==> config.mk <==
export PLATFORM = sky130hd
export DESIGN_NAME = dcr_downconverter_regs
export DESIGN_NICKNAME = d
export VERILOG_FILES = /design/src/dcr_pkg.sv /design/src/dcr_downconverter_regs.sv
export SDC_FILE = /design/constraint.sdc
export NUM_CORES = 1
export LEC_CHECK = 0
export BUFFER_PORTS_ARGS = -buffer_cell sky130_fd_sc_hd__buf_2
export CAP_MARGIN = 20
export CELL_PAD_IN_SITES_DETAIL_PLACEMENT = 1
export CELL_PAD_IN_SITES_GLOBAL_PLACEMENT = 1
export CORE_MARGIN = 10
export CORE_UTILIZATION = 40
export DETAILED_ROUTE_END_ITERATION = 12
export PLACE_DENSITY = 0.77
export SYNTH_ARGS = -nofsm -noshare
export SYNTH_HDL_FRONTEND = slang
export SYNTH_SLANG_ARGS = --single-unit
==> constraint.sdc <==
create_clock -name clk_sys -period 3.9 [get_ports clk_sys]
set_input_delay 0.78 -clock clk_sys [delete_from_list [all_inputs] [get_ports clk_sys]]
set_output_delay 0.78 -clock clk_sys [all_outputs]
set_load 0.01 [all_outputs]
==> src/dcr_pkg.sv <==
package dcr_pkg;

  // ==========================================================
  // Register offsets
  localparam logic [11:0] DCR_OFS_SRC_SEL = 12'h163;
  localparam logic [11:0] DCR_OFS_UPD_MODE = 12'h164;
  localparam logic [11:0] DCR_OFS_SEL_CTRL = 12'h165;
  localparam logic [11:0] DCR_OFS_WORD_SEL = 12'h166;
  localparam logic [11:0] DCR_OFS_DEC_LOW = 12'h167;
  localparam logic [11:0] DCR_OFS_DEC_HIGH = 12'h168;

  // ==========================================================
  // Reset values
  localparam logic [7:0] DCR_RST_SRC_SEL = 8'h00;
  localparam logic [7:0] DCR_RST_UPD_MODE = 8'h00;
  localparam logic [7:0] DCR_RST_SEL_CTRL = 8'h00;
  localparam logic [7:0] DCR_RST_WORD_SEL = 8'h20;
  localparam logic [7:0] DCR_RST_DEC = 8'h00;

  // ==========================================================
  // Writable bit masks, reserved bits hold zero
  localparam logic [7:0] DCR_MASK_UPD_MODE = 8'hF9;
  localparam logic [7:0] DCR_MASK_SEL_CTRL = 8'h17;

  // ==========================================================
  // Field positions
  localparam int DCR_BIT_PHASE_MODE = 0;
  localparam int DCR_BIT_NEG_IMAGE = 3;
  localparam int DCR_LSB_OSC_LOAD = 4;
  localparam int DCR_BIT_ALL_LOAD = 0;
  localparam int DCR_BIT_REG_FSEL = 1;
  localparam int DCR_BIT_AUTO_DIS = 2;
  localparam int DCR_BIT_LOW_LAT = 4;
  localparam int DCR_LSB_ODD_RATE = 4;
  localparam int DCR_LSB_EVEN_RATE = 0;

  // ==========================================================
  // Source select codes
  localparam logic [1:0] DCR_SRC_CODE0 = 2'h0;
  localparam logic [1:0] DCR_SRC_CODE1 = 2'h1;
  localparam logic [1:0] DCR_SRC_SUM = 2'h2;
  localparam logic [1:0] DCR_SRC_DIFF = 2'h3;

  // Decimation code for filter bypass
  localparam logic [3:0] DCR_RATE_BYPASS = 4'h0;

  // Sample width
  localparam int DCR_SW = 16;

  typedef logic signed [DCR_SW-1:0] dcr_sample_t;

endpackage

==> src/dcr_downconverter_regs.sv <==
`timescale 1ns/1ps

// Behaviour
// - Codes 00/01 pick B/A, filter 2 swapped
// - Code 10 half sum, 11 half difference
// - Bits 7-4 rising edge loads one oscillator
// - Negative image only with complex mode
// - Phase mode: continuous or infinite coherent
// - Low latency bit bypasses digital processing
// - Disable bit blocks pin-change auto loads
// - Frequency select from pins or register
// - Bit 0 rising edge loads all oscillators
// - Word select applies with register select
// - Odd filter rate high nibble, even low
// - Own rates apply with independent enable
// - Code 0 bypass, else divide by 2^code
// - Independent enable: shared or own rates
// - Selection picks among four stored words
module dcr_downconverter_regs
  import dcr_pkg::*;
(
  input wire logic clk_sys,
  input wire logic reset,
  input wire logic [11:0] regAddr,
  input wire logic regWrite,
  input wire logic [7:0] regWdata,
  input wire logic regRead,
  output logic [7:0] regRdata,
  output logic regRdValid,
  input wire logic [7:0] freqSelPin,
  input wire logic complexEnable,
  input wire logic independentRateEnable,
  input wire logic [3:0] commonRate,
  input wire logic signed [15:0] chanA,
  input wire logic signed [15:0] chanB,
  output logic signed [15:0] filter0In,
  output logic signed [15:0] filter1In,
  output logic signed [15:0] filter2In,
  output logic signed [15:0] filter3In,
  output logic [3:0] oscLoad,
  output logic [7:0] activeFreqSel,
  output logic negImageActive,
  output logic phaseModeCoherent,
  output logic lowLatencyBypass,
  output logic [15:0] filterRate,
  output logic [3:0] filterBypass
);

  // ==========================================================
  // Functions

  // Input source for one filter
  function automatic dcr_sample_t srcMux(
    input logic [1:0] sel,
    input logic swapAB,
    input dcr_sample_t a,
    input dcr_sample_t b
  );
    logic signed [DCR_SW:0] wide;
    dcr_sample_t res;
    wide = '0;
    res = '0;
    case (sel)
      DCR_SRC_CODE0: begin
        res = swapAB ? a : b;
      end
      DCR_SRC_CODE1: begin
        res = swapAB ? b : a;
      end
      DCR_SRC_SUM: begin
        wide = {a[DCR_SW-1], a} + {b[DCR_SW-1], b};
        res = wide[DCR_SW:1];
      end
      default: begin
        wide = {a[DCR_SW-1], a} - {b[DCR_SW-1], b};
        res = wide[DCR_SW:1];
      end
    endcase
    return res;
  endfunction

  // Effective decimation code for one filter
  function automatic logic [3:0] rateOf(
    input logic indep,
    input logic [3:0] own,
    input logic [3:0] common
  );
    return indep ? own : common;
  endfunction

  // ==========================================================
  // Source field positions, two bits per filter
  localparam int DCR_LSB_SRC0 = 0;
  localparam int DCR_LSB_SRC1 = 2;
  localparam int DCR_LSB_SRC2 = 4;
  localparam int DCR_LSB_SRC3 = 6;

  // ==========================================================
  // Register storage
  logic [7:0] srcSel_ff;
  logic [7:0] updMode_ff;
  logic [7:0] selCtrl_ff;
  logic [7:0] wordSel_ff;
  logic [7:0] decLow_ff;
  logic [7:0] decHigh_ff;
  logic [7:0] updModePrev_ff;
  logic [7:0] selCtrlPrev_ff;
  logic [7:0] pinMeta_ff;
  logic [7:0] pinSync_ff;
  logic [7:0] pinPrev_ff;
  logic [7:0] nxt_activeSel;
  logic [3:0] nxt_oscLoad;
  logic [3:0] nxt_rate0;
  logic [3:0] nxt_rate1;
  logic [3:0] nxt_rate2;
  logic [3:0] nxt_rate3;
  logic pinChange;

  // Register writes, reserved bits forced to zero
  always_ff @(posedge clk_sys) begin
    if (reset) begin
      srcSel_ff <= DCR_RST_SRC_SEL;
      updMode_ff <= DCR_RST_UPD_MODE;
      selCtrl_ff <= DCR_RST_SEL_CTRL;
      wordSel_ff <= DCR_RST_WORD_SEL;
      decLow_ff <= DCR_RST_DEC;
      decHigh_ff <= DCR_RST_DEC;
    end else if (regWrite) begin
      if (regAddr == DCR_OFS_SRC_SEL) begin
        srcSel_ff <= regWdata;
      end else if (regAddr == DCR_OFS_UPD_MODE) begin
        updMode_ff <= regWdata & DCR_MASK_UPD_MODE;
      end else if (regAddr == DCR_OFS_SEL_CTRL) begin
        selCtrl_ff <= regWdata & DCR_MASK_SEL_CTRL;
      end else if (regAddr == DCR_OFS_WORD_SEL) begin
        wordSel_ff <= regWdata;
      end else if (regAddr == DCR_OFS_DEC_LOW) begin
        decLow_ff <= regWdata;
      end else if (regAddr == DCR_OFS_DEC_HIGH) begin
        decHigh_ff <= regWdata;
      end
    end
  end

  // Register reads, unmapped offsets read zero
  always_ff @(posedge clk_sys) begin
    if (reset) begin
      regRdata <= 8'h00;
      regRdValid <= 1'b0;
    end else begin
      regRdValid <= regRead;
      if (!regRead) begin
        regRdata <= 8'h00;
      end else if (regAddr == DCR_OFS_SRC_SEL) begin
        regRdata <= srcSel_ff;
      end else if (regAddr == DCR_OFS_UPD_MODE) begin
        regRdata <= updMode_ff;
      end else if (regAddr == DCR_OFS_SEL_CTRL) begin
        regRdata <= selCtrl_ff;
      end else if (regAddr == DCR_OFS_WORD_SEL) begin
        regRdata <= wordSel_ff;
      end else if (regAddr == DCR_OFS_DEC_LOW) begin
        regRdata <= decLow_ff;
      end else if (regAddr == DCR_OFS_DEC_HIGH) begin
        regRdata <= decHigh_ff;
      end else begin
        regRdata <= 8'h00;
      end
    end
  end

  // ==========================================================
  // Frequency select pins, two-flop synchroniser
  always_ff @(posedge clk_sys) begin
    if (reset) begin
      pinMeta_ff <= 8'h00;
      pinSync_ff <= 8'h00;
      pinPrev_ff <= 8'h00;
    end else begin
      pinMeta_ff <= freqSelPin;
      pinSync_ff <= pinMeta_ff;
      pinPrev_ff <= pinSync_ff;
    end
  end

  // Pin selection changed while pins are the selection source
  assign pinChange = (pinSync_ff != pinPrev_ff)
    && !selCtrl_ff[DCR_BIT_REG_FSEL];

  // Active word selection for each oscillator
  always_comb begin
    if (selCtrl_ff[DCR_BIT_REG_FSEL]) begin
      nxt_activeSel = wordSel_ff;
    end else begin
      nxt_activeSel = pinSync_ff;
    end
  end

  // ==========================================================
  // Load strobe edge detection
  always_ff @(posedge clk_sys) begin
    if (reset) begin
      updModePrev_ff <= DCR_RST_UPD_MODE;
      selCtrlPrev_ff <= DCR_RST_SEL_CTRL;
    end else begin
      updModePrev_ff <= updMode_ff;
      selCtrlPrev_ff <= selCtrl_ff;
    end
  end

  // Per-oscillator, all-oscillator and pin-change loads
  always_comb begin
    nxt_oscLoad = updMode_ff[DCR_LSB_OSC_LOAD +: 4]
      & ~updModePrev_ff[DCR_LSB_OSC_LOAD +: 4];
    if (selCtrl_ff[DCR_BIT_ALL_LOAD]
        && !selCtrlPrev_ff[DCR_BIT_ALL_LOAD]) begin
      nxt_oscLoad = 4'hF;
    end
    if (pinChange && !selCtrl_ff[DCR_BIT_AUTO_DIS]) begin
      nxt_oscLoad = 4'hF;
    end
  end

  // Load pulses and active selection outputs
  always_ff @(posedge clk_sys) begin
    if (reset) begin
      oscLoad <= 4'h0;
      activeFreqSel <= 8'h00;
    end else begin
      oscLoad <= nxt_oscLoad;
      activeFreqSel <= nxt_activeSel;
    end
  end

  // ==========================================================
  // Negative image, only honoured in complex mode
  always_ff @(posedge clk_sys) begin
    if (reset) begin
      negImageActive <= 1'b0;
    end else begin
      negImageActive <= updMode_ff[DCR_BIT_NEG_IMAGE]
        & complexEnable;
    end
  end

  // Oscillator phase behaviour on a frequency change
  always_ff @(posedge clk_sys) begin
    if (reset) begin
      phaseModeCoherent <= 1'b0;
    end else begin
      phaseModeCoherent <= updMode_ff[DCR_BIT_PHASE_MODE];
    end
  end

  // Low latency mode flag
  always_ff @(posedge clk_sys) begin
    if (reset) begin
      lowLatencyBypass <= 1'b0;
    end else begin
      lowLatencyBypass <= selCtrl_ff[DCR_BIT_LOW_LAT];
    end
  end

  // ==========================================================
  // Decimation codes: filters 0/1 in low pair, 2/3 in high pair
  always_comb begin
    nxt_rate0 = rateOf(independentRateEnable,
      decLow_ff[DCR_LSB_EVEN_RATE +: 4], commonRate);
    nxt_rate1 = rateOf(independentRateEnable,
      decLow_ff[DCR_LSB_ODD_RATE +: 4], commonRate);
    nxt_rate2 = rateOf(independentRateEnable,
      decHigh_ff[DCR_LSB_EVEN_RATE +: 4], commonRate);
    nxt_rate3 = rateOf(independentRateEnable,
      decHigh_ff[DCR_LSB_ODD_RATE +: 4], commonRate);
  end

  // Rate codes and bypass flags, bypass all in low latency
  always_ff @(posedge clk_sys) begin
    if (reset) begin
      filterRate <= 16'h0000;
      filterBypass <= 4'h0;
    end else begin
      filterRate <= {nxt_rate3, nxt_rate2, nxt_rate1, nxt_rate0};
      filterBypass[0] <= (nxt_rate0 == DCR_RATE_BYPASS)
        | selCtrl_ff[DCR_BIT_LOW_LAT];
      filterBypass[1] <= (nxt_rate1 == DCR_RATE_BYPASS)
        | selCtrl_ff[DCR_BIT_LOW_LAT];
      filterBypass[2] <= (nxt_rate2 == DCR_RATE_BYPASS)
        | selCtrl_ff[DCR_BIT_LOW_LAT];
      filterBypass[3] <= (nxt_rate3 == DCR_RATE_BYPASS)
        | selCtrl_ff[DCR_BIT_LOW_LAT];
    end
  end

  // ==========================================================
  // Filter 0 input selection
  always_ff @(posedge clk_sys) begin
    if (reset) begin
      filter0In <= 16'sh0000;
    end else begin
      filter0In <= srcMux(srcSel_ff[DCR_LSB_SRC0 +: 2], 1'b0, chanA,
        chanB);
    end
  end

  // Filter 1 input selection
  always_ff @(posedge clk_sys) begin
    if (reset) begin
      filter1In <= 16'sh0000;
    end else begin
      filter1In <= srcMux(srcSel_ff[DCR_LSB_SRC1 +: 2], 1'b0, chanA,
        chanB);
    end
  end

  // Filter 2 input selection, A and B swapped for codes 00/01
  always_ff @(posedge clk_sys) begin
    if (reset) begin
      filter2In <= 16'sh0000;
    end else begin
      filter2In <= srcMux(srcSel_ff[DCR_LSB_SRC2 +: 2], 1'b1, chanA,
        chanB);
    end
  end

  // Filter 3 input selection
  always_ff @(posedge clk_sys) begin
    if (reset) begin
      filter3In <= 16'sh0000;
    end else begin
      filter3In <= srcMux(srcSel_ff[DCR_LSB_SRC3 +: 2], 1'b0, chanA,
        chanB);
    end
  end

endmodule // dcr_downconverter_regs

# Yosys cells after proc, flatten, opt, wreduce, memory -nomap -nowiden
# Cells that the tools add are included.
# Widths: inputs -> output; s select.
[totals]
out_inout_bits = 108
ff_bits = 181
wordCells = 92
[op_classes]
addsub = 2
reduce_logical = 21
mux = 17
n_bitwise = 13
eq_ne = 15
[op_table]
columns = ["operator", "n"]
rows = [
  ["$pmux 16 s3", 4],
  ["$eq 12x9->1 const B", 6],
  ["$mux 8", 7],
  ["$mux 4", 6],
  ["$add 16x16->17", 1],
  ["$sub 16x16->17", 1],
  ["$logic_not 4->1", 4],
  ["$eq 2x1->1 const B", 4],
  ["$eq 2x2->1 const B", 4],
  ["$logic_not 2->1", 4],
  ["$ne 8x8->1", 1],
  ["$reduce_and 7->1", 1],
  ["$not 1->1", 6],
  ["$reduce_and 6->1", 1],
  ["$reduce_and 5->1", 1],
  ["$and 4x4->4", 1],
  ["$not 4->4", 1],
  ["$or 1x1->1", 4],
  ["$reduce_and 4->1", 1],
  ["$logic_and 1x1->1", 3],
  ["$logic_not 1->1", 3],
  ["$reduce_and 3->1", 1],
  ["$reduce_and 2->1", 1],
  ["$reduce_or 2->1", 1],
  ["$and 1x1->1", 1],
]

# Logic depth before layout (Yosys ltp)
# Gate-level depths: netlist of run 1.
[logic_depth]
depth_word = 7
ltp_mapped = 10
depth_no_buf = 9

# Least setup slack after synthesis of run 1
# Ideal clock, no wire load.
[synth_timing]
kind = "input port to flip-flop"
startpoint = "in chanA[0]"
endpoint = "reg filter3In[11]"
path_slack_ps = 854
cell_stages = 9
arrival_ps = 2931
required_time_ps = 3785
cell_sequence = "and2_1 > fa_1 > nor2b_1 > o21ai_1 > a21oi_2 > o32ai_4 > xor2_1 > mux4_1 > and2_1"
[synth_between]
elab_chain_len = 2
[synth_lines]
columns = ["element", "line_no", "rtl"]
rows = [
  ["from (decl)", "dcr_downconverter_regs.sv:34", "input wire logic signed [15:0] chanA,"],
  ["$sub 16x16->17 or $add 16x16->17 (tied branches)", "dcr_downconverter_regs.sv:75, dcr_downconverter_regs.sv:71", ""],
  ["$pmux 16 s3 *", "dcr_downconverter_regs.sv:63", "case (sel)"],
  ["to (signal assigned)", "dcr_downconverter_regs.sv:331", "filter3In <= srcMux(srcSel_ff[DCR_LSB_SRC3 +: 2], 1'b0, chanA,"],
  ["to (decl)", "dcr_downconverter_regs.sv:39", "output logic signed [15:0] filter3In,"],
]
# Mark *: on every way between the ends. The rest lies on a longest branch, timed or not.
# A chain may end at the register's enable or synchronous reset.

# Worst setup path in the final report of run 1
[layout_timing]
startpoint = "in chanB[2]"
endpoint = "reg filter0In[14]"
[layout_between]
elab_chain_len = 2
[layout_lines]
columns = ["element", "line_no", "rtl"]
rows = [
  ["from (decl)", "dcr_downconverter_regs.sv:35", "input wire logic signed [15:0] chanB,"],
  ["$sub 16x16->17 or $add 16x16->17 (tied branches)", "dcr_downconverter_regs.sv:75, dcr_downconverter_regs.sv:71", ""],
  ["$pmux 16 s3 *", "dcr_downconverter_regs.sv:63", ""],
  ["to (signal assigned)", "dcr_downconverter_regs.sv:301", "filter0In <= srcMux(srcSel_ff[DCR_LSB_SRC0 +: 2], 1'b0, chanA,"],
  ["to (decl)", "dcr_downconverter_regs.sv:36", "output logic signed [15:0] filter0In,"],
]
# Marks and branches as above.

==> impl_results.md, run 1 <==
* Gr ovfl total at 0
* Flops & latches, synth at 179
* Clock Sinks at 179
* Sequential fraction of the synthesis area at 0.3826
* Post-Syn Instances at 1029
* CTS resizes at 0
* EDFF count, synth at 0
* Die H at 173.0 µm
* Syn_nets at 1131
* Clock slew at reported path FFs at 90 ps
* Synth Flop Type: dfxtp_1
* Core area at 22850 µm²
* Critical Path Max Stage Delay at 560 ps
* CTS Buf Count at 17
* Worst EP required at 4190 ps
* Final Net Count at 1269
* Final Hold Viols at 0
* P per Cell Area at 402.9 nW/µm²
* Final wirelength at 31460 µm
* Pre-Repair DR Iteration Count at 5
* Iteration-0 DRC Markers at 647
* Top-level I/O count at 178
* Yosys top cell area share at 0.3826
* Yosys warning total at 0
* Crit path cell chain: buf_2 -> inv_1 -> ha_1 -> and4bb_1 -> o31ai_1 -> a211oi_1 -> a211oi_1 -> mux2_2 -> mux2i_1 -> a21oi_1
* Synth cell types at 76
* PortBufs at 177
* Clock Tree Buf Depth at 2
* Chip Width at 173.0 µm
* Setup Skew at 13.68 ps
* Final min period at 3086 ps
* Unrepaired setup endpoints after global routing: false
* Max-cap violations at 0
* Crit Path Class: primary input to flip-flop
* DP HPWL at 22700 µm
* Worst R2R End: filter3In[10]$_SDFF_PP0_
* Critical Path Start Type: primary input
* CP max FO at 9
* Max Transition Viols Final at 0
* Period utilisation layout at 0.7912
* Worst R2R Setup Slack at 1280 ps
* Wire per inst at 21.05 µm
* Min-delay worst type: flip-flop to flip-flop
* Setup TNS at 0 ps
* CP dominant cell by count: a211oi_1
* Crit. Startpoint: chanB[2]
* Max frequency at 324.1 MHz
* Reg2Reg Launch Point: srcSel_ff[6]$_SDFFE_PP0P_
* Hold-fix buffers, CTS at 0
* Max_slew headroom at 0.3994
* Vias per cell at 5.522
* # Post-CTS Setup Buffers at 0
* Status: finished, final reports clean
* WP data arrival at 3380 ps
* CP max-delay cell: a211oi_1
* Overall power at 4.477 mW
* Share of cells above drive strength 1 at 0.2364
* Vias at 8250
* GRT Resource Usage Total at 0.2040
* Area grow syn2layout at 18.65%
* Least-Margin Pin Slew at 899.7 ps
* Synthesized area per cell at 9.101 µm²
* TritonCTS clock tree: done
* FF/Latch Area at 3583 µm²
* Vias in the first global route at 8511
* Post-synthesis instance area at 9365 µm²
* Placement row count at 55
* Fill count at 2723
* Antenna violation net count after detailed routing at 0
* Initial Utilization at 0.4099
* First-pass GRT wire length at 49260 µm
* Largest cells by area after synthesis: dfxtp_1 38%, mux4_2 7.0%, mux2i_1 6.3%
* Worst setup path end: filter0In[14]$_SDFF_PP0_
* Antenna violations before repair at 2
* Setup crit end kind: flip-flop
* Largest net degree at the start of global routing at 67
* Ys async rst share at 0
* Gpl congestion at 0.8898
* Clock Latency Late Sink at 440 ps
* Area of the die at 29930 µm²
* Max VDD drop at 276.8 µV
* Htree depth at 4
* Leakage at 4.606 nW
* Synth area leader: dfxtp_1
* Clk root buf: clkbuf_16
* R2R depth at 4
* Final setup viols at 0
* Multi-input gate area at 5288 µm²
* Remaining DRCs at 0
-- Yosys cell counts, drive strengths merged, types with 4 or more instances --
library cell	n
nand2b	6
nor2b	36
nor2	77
o221ai	4
a21oi	101
a311oi	7
buf	18
mux2i	59
o21a	6
nand2	89
and3	6
and2	32
nor3b	9
a22o	6
inv	45
ha	30
xnor2	20
o211ai	6
o31ai	7
o21bai	4
xor2	10
nand3	21
nor4	8
a31oi	4
o311ai	4
nor3	18
o21ai	54
a221oi	4
clkbuf	55
a211oi	21
a22oi	9
mux4	30
dfxtp	179
mux2	7
o22ai	4
-- worst min-delay path by stage --
stage,start,endpoint,cells after the start
finish,pinMeta_ff[7]$_SDFF_PP0_,pinSync_ff[7]$_SDFF_PP0_,1
global route,updModePrev_ff[6]$_SDFF_PP0_,oscLoad[2]$_SDFF_PP0_,1
CTS,pinMeta_ff[7]$_SDFF_PP0_,pinSync_ff[7]$_SDFF_PP0_,1
detailed placement,updModePrev_ff[6]$_SDFF_PP0_,oscLoad[2]$_SDFF_PP0_,1
global placement,pinMeta_ff[6]$_SDFF_PP0_,pinSync_ff[6]$_SDFF_PP0_,1
floorplan,updModePrev_ff[4]$_SDFF_PP0_,oscLoad[0]$_SDFF_PP0_,1
-- placed cells by master, fill, tap and decap left out, drive strengths merged, types with 8 or more instances in the layout --
cell type / n
clkbuf: 17
buf: 192
nand3: 21
mux2i: 59
xor2: 10
nor3: 18
inv: 56
a22oi: 9
a21oi: 101
ha: 30
and2: 32
a211oi: 21
nand2: 89
nor2b: 36
nor3b: 9
nor4: 8
o21ai: 54
nor2: 77
xnor2: 20
mux4: 30
dfxtp: 179
-- flip-flops by register name, indices dropped and copies added (netlist names), 16 cells and up --
name,cells
filter3In,16
filter2In,16
filterRate,16
filter1In,16
filter0In,16
-- layer usage --
metal	wire length (µm)	GRT usage	up-vias
met5	0	0	-
met4	420	0.05462	0
met3	2035	0.05424	31
met2	14920	0.3349	266
met1	14080	0.2587	4029
li1	-	-	3924
-- kinds of logic (layout without fill, tap and decap cells) --
| kind of cell | Yosys count | in the layout | share of synthesized area |
|---|---|---|---|
| and+or+nand+nor | 313 | 313 | 0.1710 |
| muxes | 96 | 96 | 0.1440 |
| adders and majority gates | 32 | 32 | 0.04436 |
| AOI/OAI and AO/OA | 259 | 259 | 0.1772 |
| xor gates and xnor gates | 30 | 30 | 0.02806 |
| other | 0 | 1 | 0 |
| DFF | 179 | 179 | 0.3826 |
| buffers and inverters | 120 | 271 | 0.05277 |
-- power breakdown --
part	internal (mW)	leakage (nW)	switching (mW)
Sequential	1.89	1.47	0.0178
Combinational	0.279	2.83	0.436
Clock	0.914	0.311	0.943
-- critical path: cells and delay by family --
family	cells	cell delay [ps]
AND/OR/NAND/NOR	1	270
multiplexers	2	570
AO/OA/AOI/OAI	4	1100
adder cells (fa/ha/maj)	1	470
buffers and inverters	2	180
-- final cells by class --
class / count / share of cell area
multi-input cells: 730 / 0.4758
repair buffers: 192 / 0.09188
clock inverters: 15 / 0.02016
inverters: 47 / 0.01588
flip-flops and latches: 179 / 0.3225
well taps: 313 / 0.03524
clock buffers: 17 / 0.03828
diodes: 1 / 0.0002252
-- metrics by stage --
step                      hold slack, ps    util  cells  area [µm²]  worst slack, ps
after floorplan                    398.8       -   1029        9365            853.8
after global placement             417.3  0.4566   1460       10430            504.5
after detailed placement           418.1  0.4566   1460       10430            468.2
after CTS                          445.2  0.4850   1492       11080            886.1
after global routing               467.8  0.4863   1493       11110            671.2
final                              442.0  0.4864   1494       11110            814.3
Note: power is estimated with default switching activity, not from simulation.
==> run 2, diff against run 1 <==
Settings changed: CORE_UTILIZATION 40 to 38, PLACE_DENSITY 0.77 to 0.76.
Clock period 3.9 ns to 2.7 ns, I/O delays scaled along.
==> impl_results.md, run 2 (synthesized netlist as in run 1, its figures left out) <==
* CP max FO at 6
* Gr ovfl total at 0
* Area grow syn2layout at 27.32%
* Vias at 8746
* Antenna violations before repair at 1
* Hold endpoint: pinMeta_ff[2]$_SDFF_PP0_
* Hold path cells at 2
* Crit Path Class: primary input to flip-flop
* DP HPWL at 24800 µm
* Max frequency at 392.9 MHz
* Setup Skew at 14.61 ps
* Hold Slack at 296.8 ps
* Final min period at 2545 ps
* P per Cell Area at 550.5 nW/µm²
* Gpl congestion at 0.8966
* Pint at 4.560 mW
* Most frequent cells in the layout: 179 x dfxtp_1, 176 x buf_2, 124 x buf_4
* PortBufs at 177
* Power share of the clock group at 0.392
* R2R depth at 4
* Wire per inst at 20.60 µm
* Combinational Power Share at 0.188
* GRT Resource Usage Total at 0.2074
* Crit path cell chain: buf_2 -> inv_1 -> ha_1 -> nor3_4 -> o21ai_2 -> a211o_1 -> a2111oi_0 -> and4b_1 -> a211oi_1
* Sw Share at 0.3052
* Clock slew at reported path FFs at 80 ps
* Htree depth at 4
* Placement row count at 57
* Final setup viols at 0
* Clock Sinks at 179
* Top-level I/O count at 178
* Max VDD drop at 430.9 µV
* Worst Path Buf+Inv at 2
* Remaining DRCs at 0
* Core area at 24320 µm²
* Critical Path Max Stage Delay at 420 ps
* Worst R2R Setup Slack at 920 ps
* Vias in the first global route at 9336
* CTS resizes at 0
* Status: finished, final reports clean
* Max_slew headroom at 0.6211
* Largest net degree at the start of global routing at 117
* Overall power at 6.564 mW
* Leakage at 5.124 nW
* Setup crit end kind: flip-flop
* Clk root buf: clkbuf_16
* Iteration-0 DRC Markers at 606
* Hold-fix buffers, CTS at 0
* Final Hold Viols at 0
* Cell family with most CP delay: compound AO/OA/AOI/OAI gates
* Antenna violation net count after detailed routing at 0
* Max Transition Viols Final at 0
* Critical Path Start Type: primary input
* Commonest non-fill, non-tap cell in the layout: dfxtp_1
* Min-delay worst type: primary input to flip-flop
* Pre-Repair DR Iteration Count at 5
* Final Net Count at 1378
* Clock Latency Late Sink at 440 ps
* Area of the die at 31330 µm²
* Die H at 177.0 µm
* CP max-delay cell: a2111oi_0
* Period utilisation layout at 0.9427
* WP data arrival at 2880 ps
* Final wirelength at 33230 µm
* First-pass GRT wire length at 51690 µm
* TritonCTS clock tree: done
* CTS Buf Count at 17
* Least-Margin Pin Slew at 568.4 ps
* Chip Width at 177.0 µm
* Max-cap violations at 0
* Initial Utilization at 0.3851
* Ant. Diodes at 0
* Reg2Reg Launch Point: srcSel_ff[6]$_SDFFE_PP0P_
* Worst R2R End: filter3In[10]$_SDFF_PP0_
* Sequential share of power at 0.420
* Worst EP required at 3030 ps
* Share of cells above drive strength 1 at 0.3033
* Sw Pwr at 2.003 mW
* # Post-CTS Setup Buffers at 0
* Min-delay src: freqSelPin[2]
* Clock Tree Buf Depth at 2
* Vias per cell at 5.422
* Unrepaired setup endpoints after global routing: false
==> run 2: cell types whose count changed in the layout (fill, tap and decap cells not counted), sizes merged <==
cell	before	now
buf	192	301
clkinv	6	9
clkinvlp	0	1
diode	1	0
inv	56	52
==> run 2: layer usage <==
| metal | global-route usage | vias up | share of wire |
|---|---|---|---|
| li1 | - | 4136 | - |
| met1 | 0.2589 | 4268 | 0.44 |
| met2 | 0.3426 | 275 | 0.47 |
| met3 | 0.03840 | 65 | 0.048 |
| met4 | 0.09002 | 2 | 0.032 |
| met5 | 0 | - | 0.00039 |
==> run 2: metrics by stage <==
| step | worst slack, ps | utilization | TNS (ps) | std cells | instance area [µm²] |
|---|---|---|---|---|---|
| after floorplan | 13.03 | - | 0 | 1029 | 9379 |
| after global placement | -209.4 | 0.4646 | -3271 | 1581 | 11300 |
| after detailed placement | -258.2 | 0.4646 | -5423 | 1581 | 11300 |
| after CTS | 152.5 | 0.4903 | 0 | 1613 | 11920 |
| after global routing | 43.96 | 0.4903 | 0 | 1613 | 11920 |
| final | 154.8 | 0.4903 | 0 | 1613 | 11920 |
==> run 2: power by group through the flow <==
stage          clock network [mW]  registers [mW]  logic [mW]
6_report                     2.57            2.76        1.23
5_1_grt                      2.74            2.76        1.34
4_1_cts                      2.64            2.76        1.23
3_5_place_dp                    0            2.82        1.22
3_3_place_gp                    0            2.82        1.18
2_1_floorplan                   0            2.85       0.636
==> run 2: cell type report <==
cell class | count | area, µm²
Sequential cell | 179 | 3583
Fill cell | 2889 | 12400
Inverter | 47 | 176.4
Clock buffer | 17 | 425.4
Clock inverter | 15 | 200.2
Tap cell | 324 | 405.4
Multi-Input combinational cell | 730 | 5301
Timing Repair Buffer | 301 | 1832
==> run 2: worst max-delay path by stage <==
stage               startpoint                 endpoint  cells after the start  slack (ps)
floorplan             chanB[2]  filter0In[8]$_SDFF_PP0_                     10          10
global placement      chanA[5]  filter1In[9]$_SDFF_PP0_                      8        -210
detailed placement    chanB[4]  filter0In[8]$_SDFF_PP0_                     10        -260
CTS                   chanB[4]  filter0In[8]$_SDFF_PP0_                     10         150
global route          chanB[4]  filter0In[8]$_SDFF_PP0_                     10          40
finish                chanB[4]  filter1In[9]$_SDFF_PP0_                      9         150
==> run 2: worst reg2reg max path, stage by stage, from the launching register on <==
cell and delay (ps):
dfxtp_1 350, clkinv_1 410, or4_1 670, o211ai_1 110, a21oi_1 90
